$ cat src/cesc_pkg.sv
// Package with constants and types for the core event and sync control block.
// Summary of operation
// - Stores never go to memory speculatively.
// - Loads ordered, stores ordered; loads may pass stores.
// - System sync blocks issue until all drained.
// - System sync drains, flushes write buffers, requests sync.
// - Finish system sync only after acknowledge returns.
// - Idle request plus acknowledge enters idle, asserts idle.
// - Stay stalled in idle until wakeup arrives.
// - Special instructions issue alone, never paired.
// - Forced emulation enters emulation when enabled.
// - Forced emulation is illegal when emulation disabled.
// - Emulation exception outranks every other event.
// - Mask clear zeroes mask, returns old value.
// - Mask clear leaves NMI, reset, exceptions deliverable.
// - Mask clear is supervisor only, else protection fault.
// - Mask restore loads mask from data register.
// - Mask restore is supervisor only, else protection fault.
// - Force event immediate is four bits, 0 to 15.
// - Force event only sets the matching latch bit.
// - Forced event served once its priority is recognised.
// - Numbers 0,3,4 reserved; 1 reset, 2 NMI, 5,6, 7 up.
// - Force event is supervisor only, else protection fault.
// - Force event never sets exception bits, acts at write-back.
// - Idle request set only by supervisor idle instruction.
package cesc_pkg;

    localparam int EVENT_W = 4;
    localparam int NUM_EVENTS = 16;
    localparam int DATA_W = 32;
    localparam logic [NUM_EVENTS-1:0] MASK_RESET = 16'h001F;
    localparam logic [NUM_EVENTS-1:0] LATCH_RESET = 16'h0000;
    localparam logic [NUM_EVENTS-1:0] RESERVED_EVENTS = 16'h0019;
    localparam logic [NUM_EVENTS-1:0] ALWAYS_ON_EVENTS = 16'h001F;
    localparam logic [EVENT_W-1:0] EV_EMULATION = 4'h0;
    localparam logic [EVENT_W-1:0] EV_RESET = 4'h1;
    localparam logic [EVENT_W-1:0] EV_NMI = 4'h2;
    localparam logic [EVENT_W-1:0] EV_EXCEPTION = 4'h3;
    localparam logic [EVENT_W-1:0] EV_HW_ERROR = 4'h5;
    localparam logic [EVENT_W-1:0] EV_TIMER = 4'h6;
    localparam logic [EVENT_W-1:0] EV_GENERAL_FIRST = 4'h7;
    localparam int IDLE_REQ_BIT = 0;
    localparam int PIPE_WB_DELAY = 2;

    typedef enum logic [3:0] {
        CESC_OP_NONE,
        CESC_OP_CORE_SYNC,
        CESC_OP_SYS_SYNC,
        CESC_OP_IDLE,
        CESC_OP_FORCE_EMU,
        CESC_OP_MASK_CLEAR,
        CESC_OP_MASK_RESTORE,
        CESC_OP_FORCE_EVENT,
        CESC_OP_OTHER
    } cesc_op_e;

    typedef struct packed {
        logic valid;
        cesc_op_e op;
        logic paired;
        logic supervisor;
        logic [EVENT_W-1:0] event_number_imm;
        logic [DATA_W-1:0] data_in;
    } cesc_instr_s;

    typedef struct packed {
        logic illegal_instr;
        logic protect_fault;
        logic emulation_entry;
    } cesc_exc_s;

endpackage : cesc_pkg

$ cat src/cesc_core.sv
// Core event and synchronisation control: sync, idle, mask and force event.
`timescale 1ns/1ps
`default_nettype none
module cesc_core
    import cesc_pkg::*;
(
    input wire logic sys_clk,
    input wire logic nrst,
    input wire cesc_instr_s instr,
    input wire logic emu_enable,
    input wire logic pending_load_spec,
    input wire logic store_buf_empty,
    input wire logic write_buf_empty,
    input wire logic store_spec_req,
    input wire logic sync_ack_pin,
    input wire logic wakeup_pin,
    input wire logic [NUM_EVENTS-1:0] hw_event_in,
    input wire logic [NUM_EVENTS-1:0] latch_clear,
    input wire logic [NUM_EVENTS-1:0] active_level,
    output logic issue_ready,
    output logic store_issue_allow,
    output logic flush_write_buf,
    output logic sync_req,
    output logic idle_out,
    output logic instr_done,
    output cesc_exc_s exc_q,
    output logic [DATA_W-1:0] data_out_q,
    output logic data_out_valid_q,
    output logic [NUM_EVENTS-1:0] interrupt_mask_reg,
    output logic [NUM_EVENTS-1:0] interrupt_latch_reg,
    output logic [NUM_EVENTS-1:0] sequencer_status_reg,
    output logic service_valid,
    output logic [EVENT_W-1:0] service_event
);

    ////////////////////////////////////////////////////////////////////////
    // Pin synchronisers.

    logic ack_s1_q;
    logic ack_s2_q;
    logic wake_s1_q;
    logic wake_s2_q;

    always_ff @(posedge sys_clk) begin
        if (!nrst) begin
            ack_s1_q <= 1'b0;
            ack_s2_q <= 1'b0;
            wake_s1_q <= 1'b0;
            wake_s2_q <= 1'b0;
        end else begin
            ack_s1_q <= sync_ack_pin;
            ack_s2_q <= ack_s1_q;
            wake_s1_q <= wakeup_pin;
            wake_s2_q <= wake_s1_q;
        end
    end

    ////////////////////////////////////////////////////////////////////////
    // Sync sequencer.

    typedef enum logic [2:0] {
        ST_RUN,
        ST_CDRAIN,
        ST_SDRAIN,
        ST_WAIT_ACK,
        ST_IDLE
    } cesc_state_e;

    cesc_state_e state_q;
    cesc_state_e state_d;
    logic [NUM_EVENTS-1:0] mask_q;
    logic [NUM_EVENTS-1:0] mask_d;
    logic [NUM_EVENTS-1:0] latch_q;
    logic [NUM_EVENTS-1:0] latch_d;
    logic idle_req_q;
    logic idle_req_d;
    logic done_d;
    logic done_q;
    cesc_exc_s exc_d;
    logic [DATA_W-1:0] dout_d;
    logic dout_v_d;
    logic [EVENT_W:0] wb_in;
    logic [EVENT_W:0] wb_out;
    logic core_drained;
    logic take;
    logic priv_ok;
    logic solo_bad;

    assign core_drained = !pending_load_spec && store_buf_empty;
    assign take = instr.valid && (state_q == ST_RUN);
    assign priv_ok = instr.supervisor;
    // Solo instructions arriving paired are rejected as illegal.
    assign solo_bad = instr.paired && (instr.op != CESC_OP_OTHER) &&
                      (instr.op != CESC_OP_NONE);

    always_comb begin
        state_d = state_q;
        mask_d = mask_q;
        idle_req_d = idle_req_q;
        done_d = 1'b0;
        exc_d = '0;
        dout_d = data_out_q;
        dout_v_d = 1'b0;
        wb_in = '0;
        if (take && solo_bad) begin
            exc_d.illegal_instr = 1'b1;
        end else if (take) begin
            case (instr.op)
                CESC_OP_CORE_SYNC: begin
                    state_d = ST_CDRAIN;
                end
                CESC_OP_SYS_SYNC: begin
                    state_d = ST_SDRAIN;
                end
                CESC_OP_IDLE: begin
                    if (priv_ok) begin
                        idle_req_d = 1'b1;
                        done_d = 1'b1;
                    end else begin
                        exc_d.protect_fault = 1'b1;
                    end
                end
                CESC_OP_FORCE_EMU: begin
                    if (emu_enable) begin
                        exc_d.emulation_entry = 1'b1;
                    end else begin
                        exc_d.illegal_instr = 1'b1;
                    end
                end
                CESC_OP_MASK_CLEAR: begin
                    if (priv_ok) begin
                        dout_d = {{(DATA_W-NUM_EVENTS){1'b0}}, mask_q};
                        dout_v_d = 1'b1;
                        mask_d = '0;
                        done_d = 1'b1;
                    end else begin
                        exc_d.protect_fault = 1'b1;
                    end
                end
                CESC_OP_MASK_RESTORE: begin
                    if (priv_ok) begin
                        mask_d = instr.data_in[NUM_EVENTS-1:0];
                        done_d = 1'b1;
                    end else begin
                        exc_d.protect_fault = 1'b1;
                    end
                end
                CESC_OP_FORCE_EVENT: begin
                    if (priv_ok) begin
                        wb_in = {1'b1, instr.event_number_imm};
                        done_d = 1'b1;
                    end else begin
                        exc_d.protect_fault = 1'b1;
                    end
                end
                default: begin
                    done_d = 1'b0;
                end
            endcase
        end else begin
            case (state_q)
                ST_CDRAIN: begin
                    if (core_drained) begin
                        state_d = ST_RUN;
                        done_d = 1'b1;
                    end
                end
                ST_SDRAIN: begin
                    // A new request waits for the last acknowledge to drop,
                    // so a stale acknowledge can never end this sync.
                    if (core_drained && write_buf_empty && !ack_s2_q) begin
                        state_d = ST_WAIT_ACK;
                    end
                end
                ST_WAIT_ACK: begin
                    if (ack_s2_q) begin
                        if (idle_req_q) begin
                            state_d = ST_IDLE;
                        end else begin
                            state_d = ST_RUN;
                            done_d = 1'b1;
                        end
                    end
                end
                ST_IDLE: begin
                    if (wake_s2_q) begin
                        state_d = ST_RUN;
                        idle_req_d = 1'b0;
                        done_d = 1'b1;
                    end
                end
                default: begin
                    state_d = ST_RUN;
                end
            endcase
        end
    end

    always_ff @(posedge sys_clk) begin
        if (!nrst) begin
            state_q <= ST_RUN;
            mask_q <= MASK_RESET;
            idle_req_q <= 1'b0;
            done_q <= 1'b0;
            exc_q <= '0;
            data_out_q <= '0;
            data_out_valid_q <= 1'b0;
        end else begin
            state_q <= state_d;
            mask_q <= mask_d;
            idle_req_q <= idle_req_d;
            done_q <= done_d;
            exc_q <= exc_d;
            data_out_q <= dout_d;
            data_out_valid_q <= dout_v_d;
        end
    end

    ////////////////////////////////////////////////////////////////////////
    // Force-event path held back to write-back, and the latch.

    cesc_wb_delay #(
        .DEPTH(PIPE_WB_DELAY),
        .WIDTH(EVENT_W + 1)
    ) u_wb_delay (
        .sys_clk(sys_clk),
        .nrst(nrst),
        .in_data(wb_in),
        .out_data(wb_out)
    );

    logic [NUM_EVENTS-1:0] force_vec;

    always_comb begin
        force_vec = '0;
        if (wb_out[EVENT_W]) begin
            force_vec[wb_out[EVENT_W-1:0]] = 1'b1;
        end
        // A forced event at a reserved number, the emulation and exception slots among them, never latches.
        force_vec = force_vec & ~RESERVED_EVENTS;
        // A new event wins over a clear in the same cycle.
        latch_d = (latch_q & ~latch_clear) | force_vec | hw_event_in;
    end

    always_ff @(posedge sys_clk) begin
        if (!nrst) begin
            latch_q <= LATCH_RESET;
        end else begin
            latch_q <= latch_d;
        end
    end

    ////////////////////////////////////////////////////////////////////////
    // Event prioritisation: lowest number is highest priority.

    logic [NUM_EVENTS-1:0] enabled;

    always_comb begin
        enabled = latch_q & (mask_q | ALWAYS_ON_EVENTS);
        service_valid = 1'b0;
        service_event = '0;
        if (exc_q.emulation_entry) begin
            service_valid = 1'b1;
            service_event = EV_EMULATION;
        end else begin
            for (int i = NUM_EVENTS - 1; i >= 0; i--) begin
                if (enabled[i] && !active_level[i]) begin
                    service_valid = 1'b1;
                    service_event = i[EVENT_W-1:0];
                end
            end
        end
    end

    ////////////////////////////////////////////////////////////////////////
    // Outputs.

    assign issue_ready = (state_q == ST_RUN);
    // Stores wait only on speculation, never on the store buffer, so they
    // leave in order behind earlier stores while loads are never held.
    assign store_issue_allow = !pending_load_spec &&
                               !store_spec_req;
    assign flush_write_buf = (state_q == ST_SDRAIN);
    assign sync_req = (state_q == ST_WAIT_ACK);
    assign idle_out = (state_q == ST_IDLE);
    assign instr_done = done_q;
    assign interrupt_mask_reg = mask_q;
    assign interrupt_latch_reg = latch_q;

    always_comb begin
        sequencer_status_reg = '0;
        sequencer_status_reg[IDLE_REQ_BIT] = idle_req_q;
    end
endmodule : cesc_core
`default_nettype wire

$ cat src/cesc_wb_delay.sv
// Write-back delay line for force-event requests.
`timescale 1ns/1ps
`default_nettype none
module cesc_wb_delay
    import cesc_pkg::*;
#(
    parameter int DEPTH = PIPE_WB_DELAY,
    parameter int WIDTH = EVENT_W + 1
) (
    input wire logic sys_clk,
    input wire logic nrst,
    input wire logic [WIDTH-1:0] in_data,
    output logic [WIDTH-1:0] out_data
);

    logic [WIDTH-1:0] stage_q [DEPTH];
    logic [WIDTH-1:0] stage_d [DEPTH];

    genvar g;
    generate
        for (g = 0; g < DEPTH; g++) begin : g_stage
            always_comb begin
                if (g == 0) begin
                    stage_d[g] = in_data;
                end else begin
                    stage_d[g] = stage_q[(g == 0) ? 0 : g - 1];
                end
            end
            always_ff @(posedge sys_clk) begin
                if (!nrst) begin
                    stage_q[g] <= '0;
                end else begin
                    stage_q[g] <= stage_d[g];
                end
            end
        end
    endgenerate

    assign out_data = stage_q[DEPTH-1];

endmodule : cesc_wb_delay
`default_nettype wire
$ cat config.mk
export PLATFORM = sky130hd
export DESIGN_NAME = cesc_core
export DESIGN_NICKNAME = d
export VERILOG_FILES = /design/src/cesc_pkg.sv /design/src/cesc_core.sv /design/src/cesc_wb_delay.sv
export SDC_FILE = /design/constraint.sdc
export NUM_CORES = 1
export LEC_CHECK = 0
export ABC_CLOCK_PERIOD_IN_PS = 2400
export BUFFER_PORTS_ARGS = -buffer_cell sky130_fd_sc_hd__buf_2
export CORE_ASPECT_RATIO = 1.5
export CORE_MARGIN = 2
export CORE_UTILIZATION = 35
export CTS_CLUSTER_DIAMETER = 50
export DETAILED_ROUTE_END_ITERATION = 10
export HOLD_SLACK_MARGIN = 0.03
export PLACE_DENSITY = 0.82
export SLEW_MARGIN = 10
export SYNTH_ARGS = -nofsm -noshare
export SYNTH_HDL_FRONTEND = slang
export SYNTH_SLANG_ARGS = --single-unit
$ cat constraint.sdc
create_clock -name sys_clk -period 2.4 [get_ports sys_clk]
set_clock_uncertainty 0.15 [all_clocks]
set_input_delay 0.36 -clock sys_clk [delete_from_list [all_inputs] [get_ports sys_clk]]
set_output_delay 0.36 -clock sys_clk [all_outputs]
set_load 0.03 [all_outputs]
==> impl_metrics.tcl, run 1 <==
set metrics [dict create \
    status "finished with violations" \
    violations "negative setup slack" \
    viasPerCell 4.96 \
    worst-r2r-setup-slack_ns -0.04 \
    holdCritStartpoint "sync_ack_pin" \
    p_leak_nw 2.22 \
    drtPass1Iterations 4 \
    drv_cap 0 \
    hold_viol_final 0 \
    p_total_mw 3.16 \
    setup_ws_ns -0.0417 \
    worstSkewPairLatency_ns 0.33 \
    hold_buffers 0 \
    worstPathCellList "or4b_4 -> or4_4 -> or3b_4 -> buf_12 -> mux2i_2 -> nor2_1" \
    cp_slowest_stage_delay_ns 0.55 \
    area_growth_syn_to_layout_pct 36.6 \
    synth-seq-cells 71 \
    synth.distinct_cells 48 \
    start_kind "flip-flop" \
    die_x_um 82.5 \
    dpl.cell_count 625 \
    grt_pass1_vias 2797 \
    cts_made_buffers 9 \
    yosysTopAreaCell "dfxtp_1" \
    final_nets 627 \
    required_ns 2.45 \
    avgSynthCellArea_um2 8.68 \
    crit_arrival_ns 2.49 \
    holdPathEnd "ack_s1_q$_SDFF_PN0_" \
    synth_area_leaders "dfxtp_1 44%, buf_4 7.4%, nor2_1 6.7%" \
    rr_worst_depth 6 \
    synth_warnings 0 \
    crit_fanout 9 \
    antenna_found_initial 0 \
    core_um2 9150 \
    reg2reg_to "data_out_q[9]$_SDFFE_PN0P_" \
    synthTopCellsByCount "71 x dfxtp_1, 58 x nor2_1, 32 x buf_4" \
    numPortBuffers 147 \
    n_antenna_cell 0 \
    grt_use_total_pct 17.9 \
    synth_most_common_cell "dfxtp_1" \
    relSlewSlack_pct 63.0 \
    gp_congestion 0.916 \
    synth_area_um2 3240 \
    cts_sinks 71 \
    hold_depth 2 \
    rsz0062_at_grt "yes" \
    synth_flop_cell "dfxtp_1" \
    drc 0 \
    wl_per_cell_um 15.0 \
    grt_max_degree 52 \
    ios 195 \
    timing.rr.start "state_q[2]$_SDFFE_PN0P_" \
    die_y_um 122 \
    cp_top_family "simple AND/OR/NAND/NOR gates" \
    seq_area_frac_synth_pct 43.9 \
    cts_root_buffer "clkbuf_16" \
    detailedPlace.worstSlack_ns -0.197 \
    dieArea_um2 10000 \
    crit_buf_inv 1 \
    grt_pass1_wl_um 13300 \
    drive_above_1_share_pct 35.5 \
    crit_slowest_cell "or4b_4" \
    finalCritPeriodShare_pct 102 \
    clk_pin_slew_ns 0.06 \
    syn_inst 373 \
    synth_edf_count 0 \
    worstSetupPathType "reg2reg" \
    htreeDepth 3 \
    num_rows 43 \
    end_kind "flip-flop" \
    worstMarginPinSlew_ns 0.556 \
    p_per_area_nw_per_um2 714 \
    vias 3192 \
    synthArstFlopShare_pct 0 \
    clock_path_buffers 2 \
    drt-total-wl_um 9660 \
    ant_nets 0 \
    slew_viol_final 0 \
    ir_drop_mv 0.422 \
    fin_crit_ns 2.44 \
    setup_viol 4 \
    grt-ovfl-total 0 \
    place_hpwl_um 7090 \
    cts_tree "built" \
    fmax_mhz 410 \
    drtIter0Drc 137 \
    final_cells 644 \
    hp-class "in2reg" \
    start_util_pct 35.4 \
    synth_top_area_share_pct 43.9 \
]
==> layer usage <==
metal	track usage (%)	routed length, µm	vias to the layer above
li1	-	-	1528
met1	19.1	3730	1480
met2	30.5	4880	151
met3	4.07	624	33
met4	12.1	419	0
met5	0	0	-
==> cells in the final DEF, fill, tap and decap left out, drive strengths merged, types with 11 or more instances in the layout <==
cell type and count:
clkbuf 14, dfxtp 71, a21oi 21, nand3b 12, nand2 15, and2 15
buf 159, nor3 13, inv 12, a22oi 11, nor2b 12, nor2 58
nand2b 11, mux2i 16, conb 31
==> worst max path at each step <==
stage	slack, ns	depth (start not counted)	startpoint	to
finish	-0.04	6	state_q[2]$_SDFFE_PN0P_	data_out_q[9]$_SDFFE_PN0P_
global route	-0.09	6	state_q[2]$_SDFFE_PN0P_	data_out_q[9]$_SDFFE_PN0P_
CTS	-0.05	6	state_q[2]$_SDFFE_PN0P_	data_out_q[9]$_SDFFE_PN0P_
detailed placement	-0.20	5	instr[42]	interrupt_mask_reg[3]$_SDFFE_PN1P_
global placement	-0.13	5	instr[42]	interrupt_mask_reg[4]$_SDFFE_PN1P_
floorplan	-0.21	9	state_q[0]$_SDFFE_PN0P_	data_out_q[13]$_SDFFE_PN0P_
==> final cells by class <==
cell class / instances / area (µm²)
Inverter: 13 / 48.8
Clock inverter: 2 / 60.1
Multi-Input combinational cell: 273 / 1590
Clock buffer: 14 / 284
Sequential cell: 71 / 1420
Tap cell: 112 / 140
Timing Repair Buffer: 159 / 873
Fill cell: 910 / 4720
==> cell families (layout without fill, tap and decap cells) <==
| kind of cell | count (synthesis) | count (layout) | share of synthesized area (%) |
|---|---|---|---|
| simple gates | 164 | 165 | 26.9 |
| buf+inv | 60 | 188 | 11.6 |
| flops | 71 | 71 | 43.9 |
| xor+xnor | 1 | 1 | 0.271 |
| compound gates | 60 | 60 | 12.3 |
| mux | 16 | 16 | 4.95 |
| other cells | 1 | 31 | 0.116 |
==> power by group <==
part | leakage [nW] | total [mW] | internal (mW) | switching, mW
sequential | 0.579 | 1.23 | 1.21 | 0.0239
clock | 0.169 | 1.50 | 1.02 | 0.478
combinational | 1.47 | 0.421 | 0.146 | 0.275
==> timing repair <==
item,4_1_cts,5_1_grt
resized for setup,5,8
setup buffers,1,0
setup endpoints to repair,32,24
pin swaps,3,5
gates cloned,1,1
==> per-stage QoR <==
step | util, % | cell area [µm²] | hold WS (ns) | TNS [ns]
2_1_floorplan | - | 3370 | 0.262 | -4.44
4_1_cts | 48.0 | 4390 | 0.0675 | -0.419
6_report | 48.3 | 4420 | 0.0764 | -0.0563
3_5_place_dp | 43.7 | 4000 | 0.267 | -4.44
5_1_grt | 48.3 | 4420 | 0.0796 | -0.747
3_3_place_gp | 43.7 | 4000 | 0.267 | -2.49
Note: power is estimated with default switching activity, not from simulation.
==> inputs of run 2 (changes only) <==
--- a/config.mk
+++ b/config.mk
@@ -13,6 +13,7 @@
 export CTS_CLUSTER_DIAMETER = 50
 export DETAILED_ROUTE_END_ITERATION = 10
 export HOLD_SLACK_MARGIN = 0.03
+export MAX_ROUTING_LAYER = met4
 export PLACE_DENSITY = 0.82
 export SLEW_MARGIN = 10
 export SYNTH_ARGS = -nofsm -noshare
==> run 2 against run 1 <==
The run still ends with negative setup slack left. Global-route usage down 0.25 points. Sequential cell count unchanged. Design area decreased by 1.4%. Wire length decreased by 4.4%. Critical path type unchanged. Largest cell class unchanged.
==> impl_metrics.tcl, run 2 (same netlist as run 1, synthesis figures left out) <==
set metrics [dict create \
    slew_viol_final 0 \
    antenna_found_initial 0 \
    dpl.cell_count 625 \
    grt-ovfl-total 0 \
    cp_top_family "simple AND/OR/NAND/NOR gates" \
    finalSetupTns_ns -0.548 \
    grt_pass1_wl_um 13100 \
    crit_fanout 4 \
    cts_sinks 71 \
    crit_slowest_cell "or4b_4" \
    finalCritPeriodShare_pct 103 \
    p_per_area_nw_per_um2 662 \
    p_total_mw 2.88 \
    detailedPlace.worstSlack_ns -0.182 \
    layout_commonest_cell "buf_2" \
    fillCellCount 892 \
    worstSetupPathType "reg2reg" \
    start_util_pct 35.4 \
    hold_buffers 0 \
    multi_input_area_um2 1570 \
    ir_drop_mv 0.380 \
    worstMarginPinSlew_ns 0.562 \
    vias 3121 \
    clock_path_buffers 2 \
    grt_pass1_vias 2758 \
    gp_congestion 0.928 \
    power_frac_seq_pct 42.8 \
    wl_per_cell_um 14.4 \
    crit_arrival_ns 2.51 \
    final-seq-area_um2 1430 \
    status "finished with violations" \
    place_hpwl_um 7020 \
    final_nets 626 \
    drt-total-wl_um 9240 \
    setup_ws_ns -0.0764 \
    final_cells 642 \
    drtIter0Drc 135 \
    fin_area_um2 4360 \
    cts_made_buffers 9 \
    drc 0 \
    dieArea_um2 10000 \
    start_kind "flip-flop" \
    ios 195 \
    worstSkewPairLatency_ns 0.32 \
    hp-class "in2reg" \
    viasPerCell 4.86 \
    power_frac_comb_pct 14.5 \
    clk_pin_slew_ns 0.05 \
    p_sw_share_pct 26.1 \
    die_y_um 122 \
    dpl-instance-area_um2 4000 \
    num_rows 43 \
    area_growth_syn_to_layout_pct 34.6 \
    cts_tree "built" \
    crit_buf_inv 1 \
    end_kind "flip-flop" \
    ant_nets 0 \
    p_int_mw 2.13 \
    power.switching_mw 0.754 \
    cts_root_buffer "clkbuf_16" \
    grt_use_total_pct 17.7 \
    numPortBuffers 147 \
    layout_common_cells "146 x buf_2, 68 x dfxtp_1, 58 x nor2_1, 31 x conb_1, 21 x a21oi_1" \
    required_ns 2.44 \
    die_x_um 82.5 \
    fin_crit_ns 2.48 \
    setup_viol 16 \
    worstPathCellList "or4b_4 -> or4_4 -> or3b_4 -> clkbuf_16 -> mux2i_1 -> nor2_1" \
    p_leak_nw 2.20 \
    final_core_util_pct 47.6 \
    drive_above_1_share_pct 35.1 \
    grt_max_degree 52 \
    drv_cap 0 \
    cp_slowest_stage_delay_ns 0.54 \
    htreeDepth 3 \
    fmax_mhz 404 \
    violations "negative setup slack" \
    relSlewSlack_pct 62.5 \
    hold_slack_ns 0.0874 \
    hold_viol_final 0 \
    core_um2 9150 \
    clockPowerShare_pct 42.8 \
    rsz0062_at_grt "yes" \
    drtPass1Iterations 5 \
    n_antenna_cell 0 \
]
## run 2: timing repair
item	4_1_cts	5_1_grt
pin swaps	0	3
gates cloned	0	2
setup buffers	0	0
setup endpoints to repair	32	17
resized for setup	3	6
## run 2: power by group through the flow
stage               logic (mW)  clock network, mW  registers (mW)
floorplan                0.268                  0            1.30
global placement         0.402                  0            1.26
detailed placement       0.409                  0            1.26
CTS                      0.413               1.27            1.23
global route             0.456               1.32            1.24
finish                   0.417               1.23            1.23
## run 2: layout make-up
class                           instances  area share, %
Multi-Input combinational cell        272           36.1
Sequential cell                        71           32.7
Timing Repair Buffer                  159           20.4
Clock buffer                           12           6.12
Tap cell                              112           3.22
Inverter                               13           1.12
Clock inverter                          3          0.402
## run 2: worst paths after layout
check,end,depth (start not counted),startpoint,slack (ns)
max reg2reg,data_out_q[7]$_SDFFE_PN0P_,6,state_q[1]$_SDFFE_PN0P_,-0.08
min reg2reg,u_wb_delay.stage_q[1][1]$_SDFF_PN0_,1,u_wb_delay.stage_q[0][1]$_SDFF_PP0_,0.28
min,u_wb_delay.stage_q[0][2]$_SDFF_PP0_,2,instr[34],0.09
max,data_out_q[7]$_SDFFE_PN0P_,6,state_q[1]$_SDFFE_PN0P_,-0.08
## run 2: worst reg2reg max path, stage by stage, from the launching register on
cell and delay, ns:
dfxtp_2 0.32, or4b_4 0.54, or4_4 0.44, or3b_4 0.47, clkbuf_16 0.19, mux2i_1 0.18
nor2_1 0.06
## run 2: routing by layer
metal	up-vias	GRT usage (%)	wire, µm
met1	1442	19.9	3710
met3	18	3.33	501
met5	-	-	0
met4	0	8.91	282
met2	134	29.3	4740
li1	1527	-	-
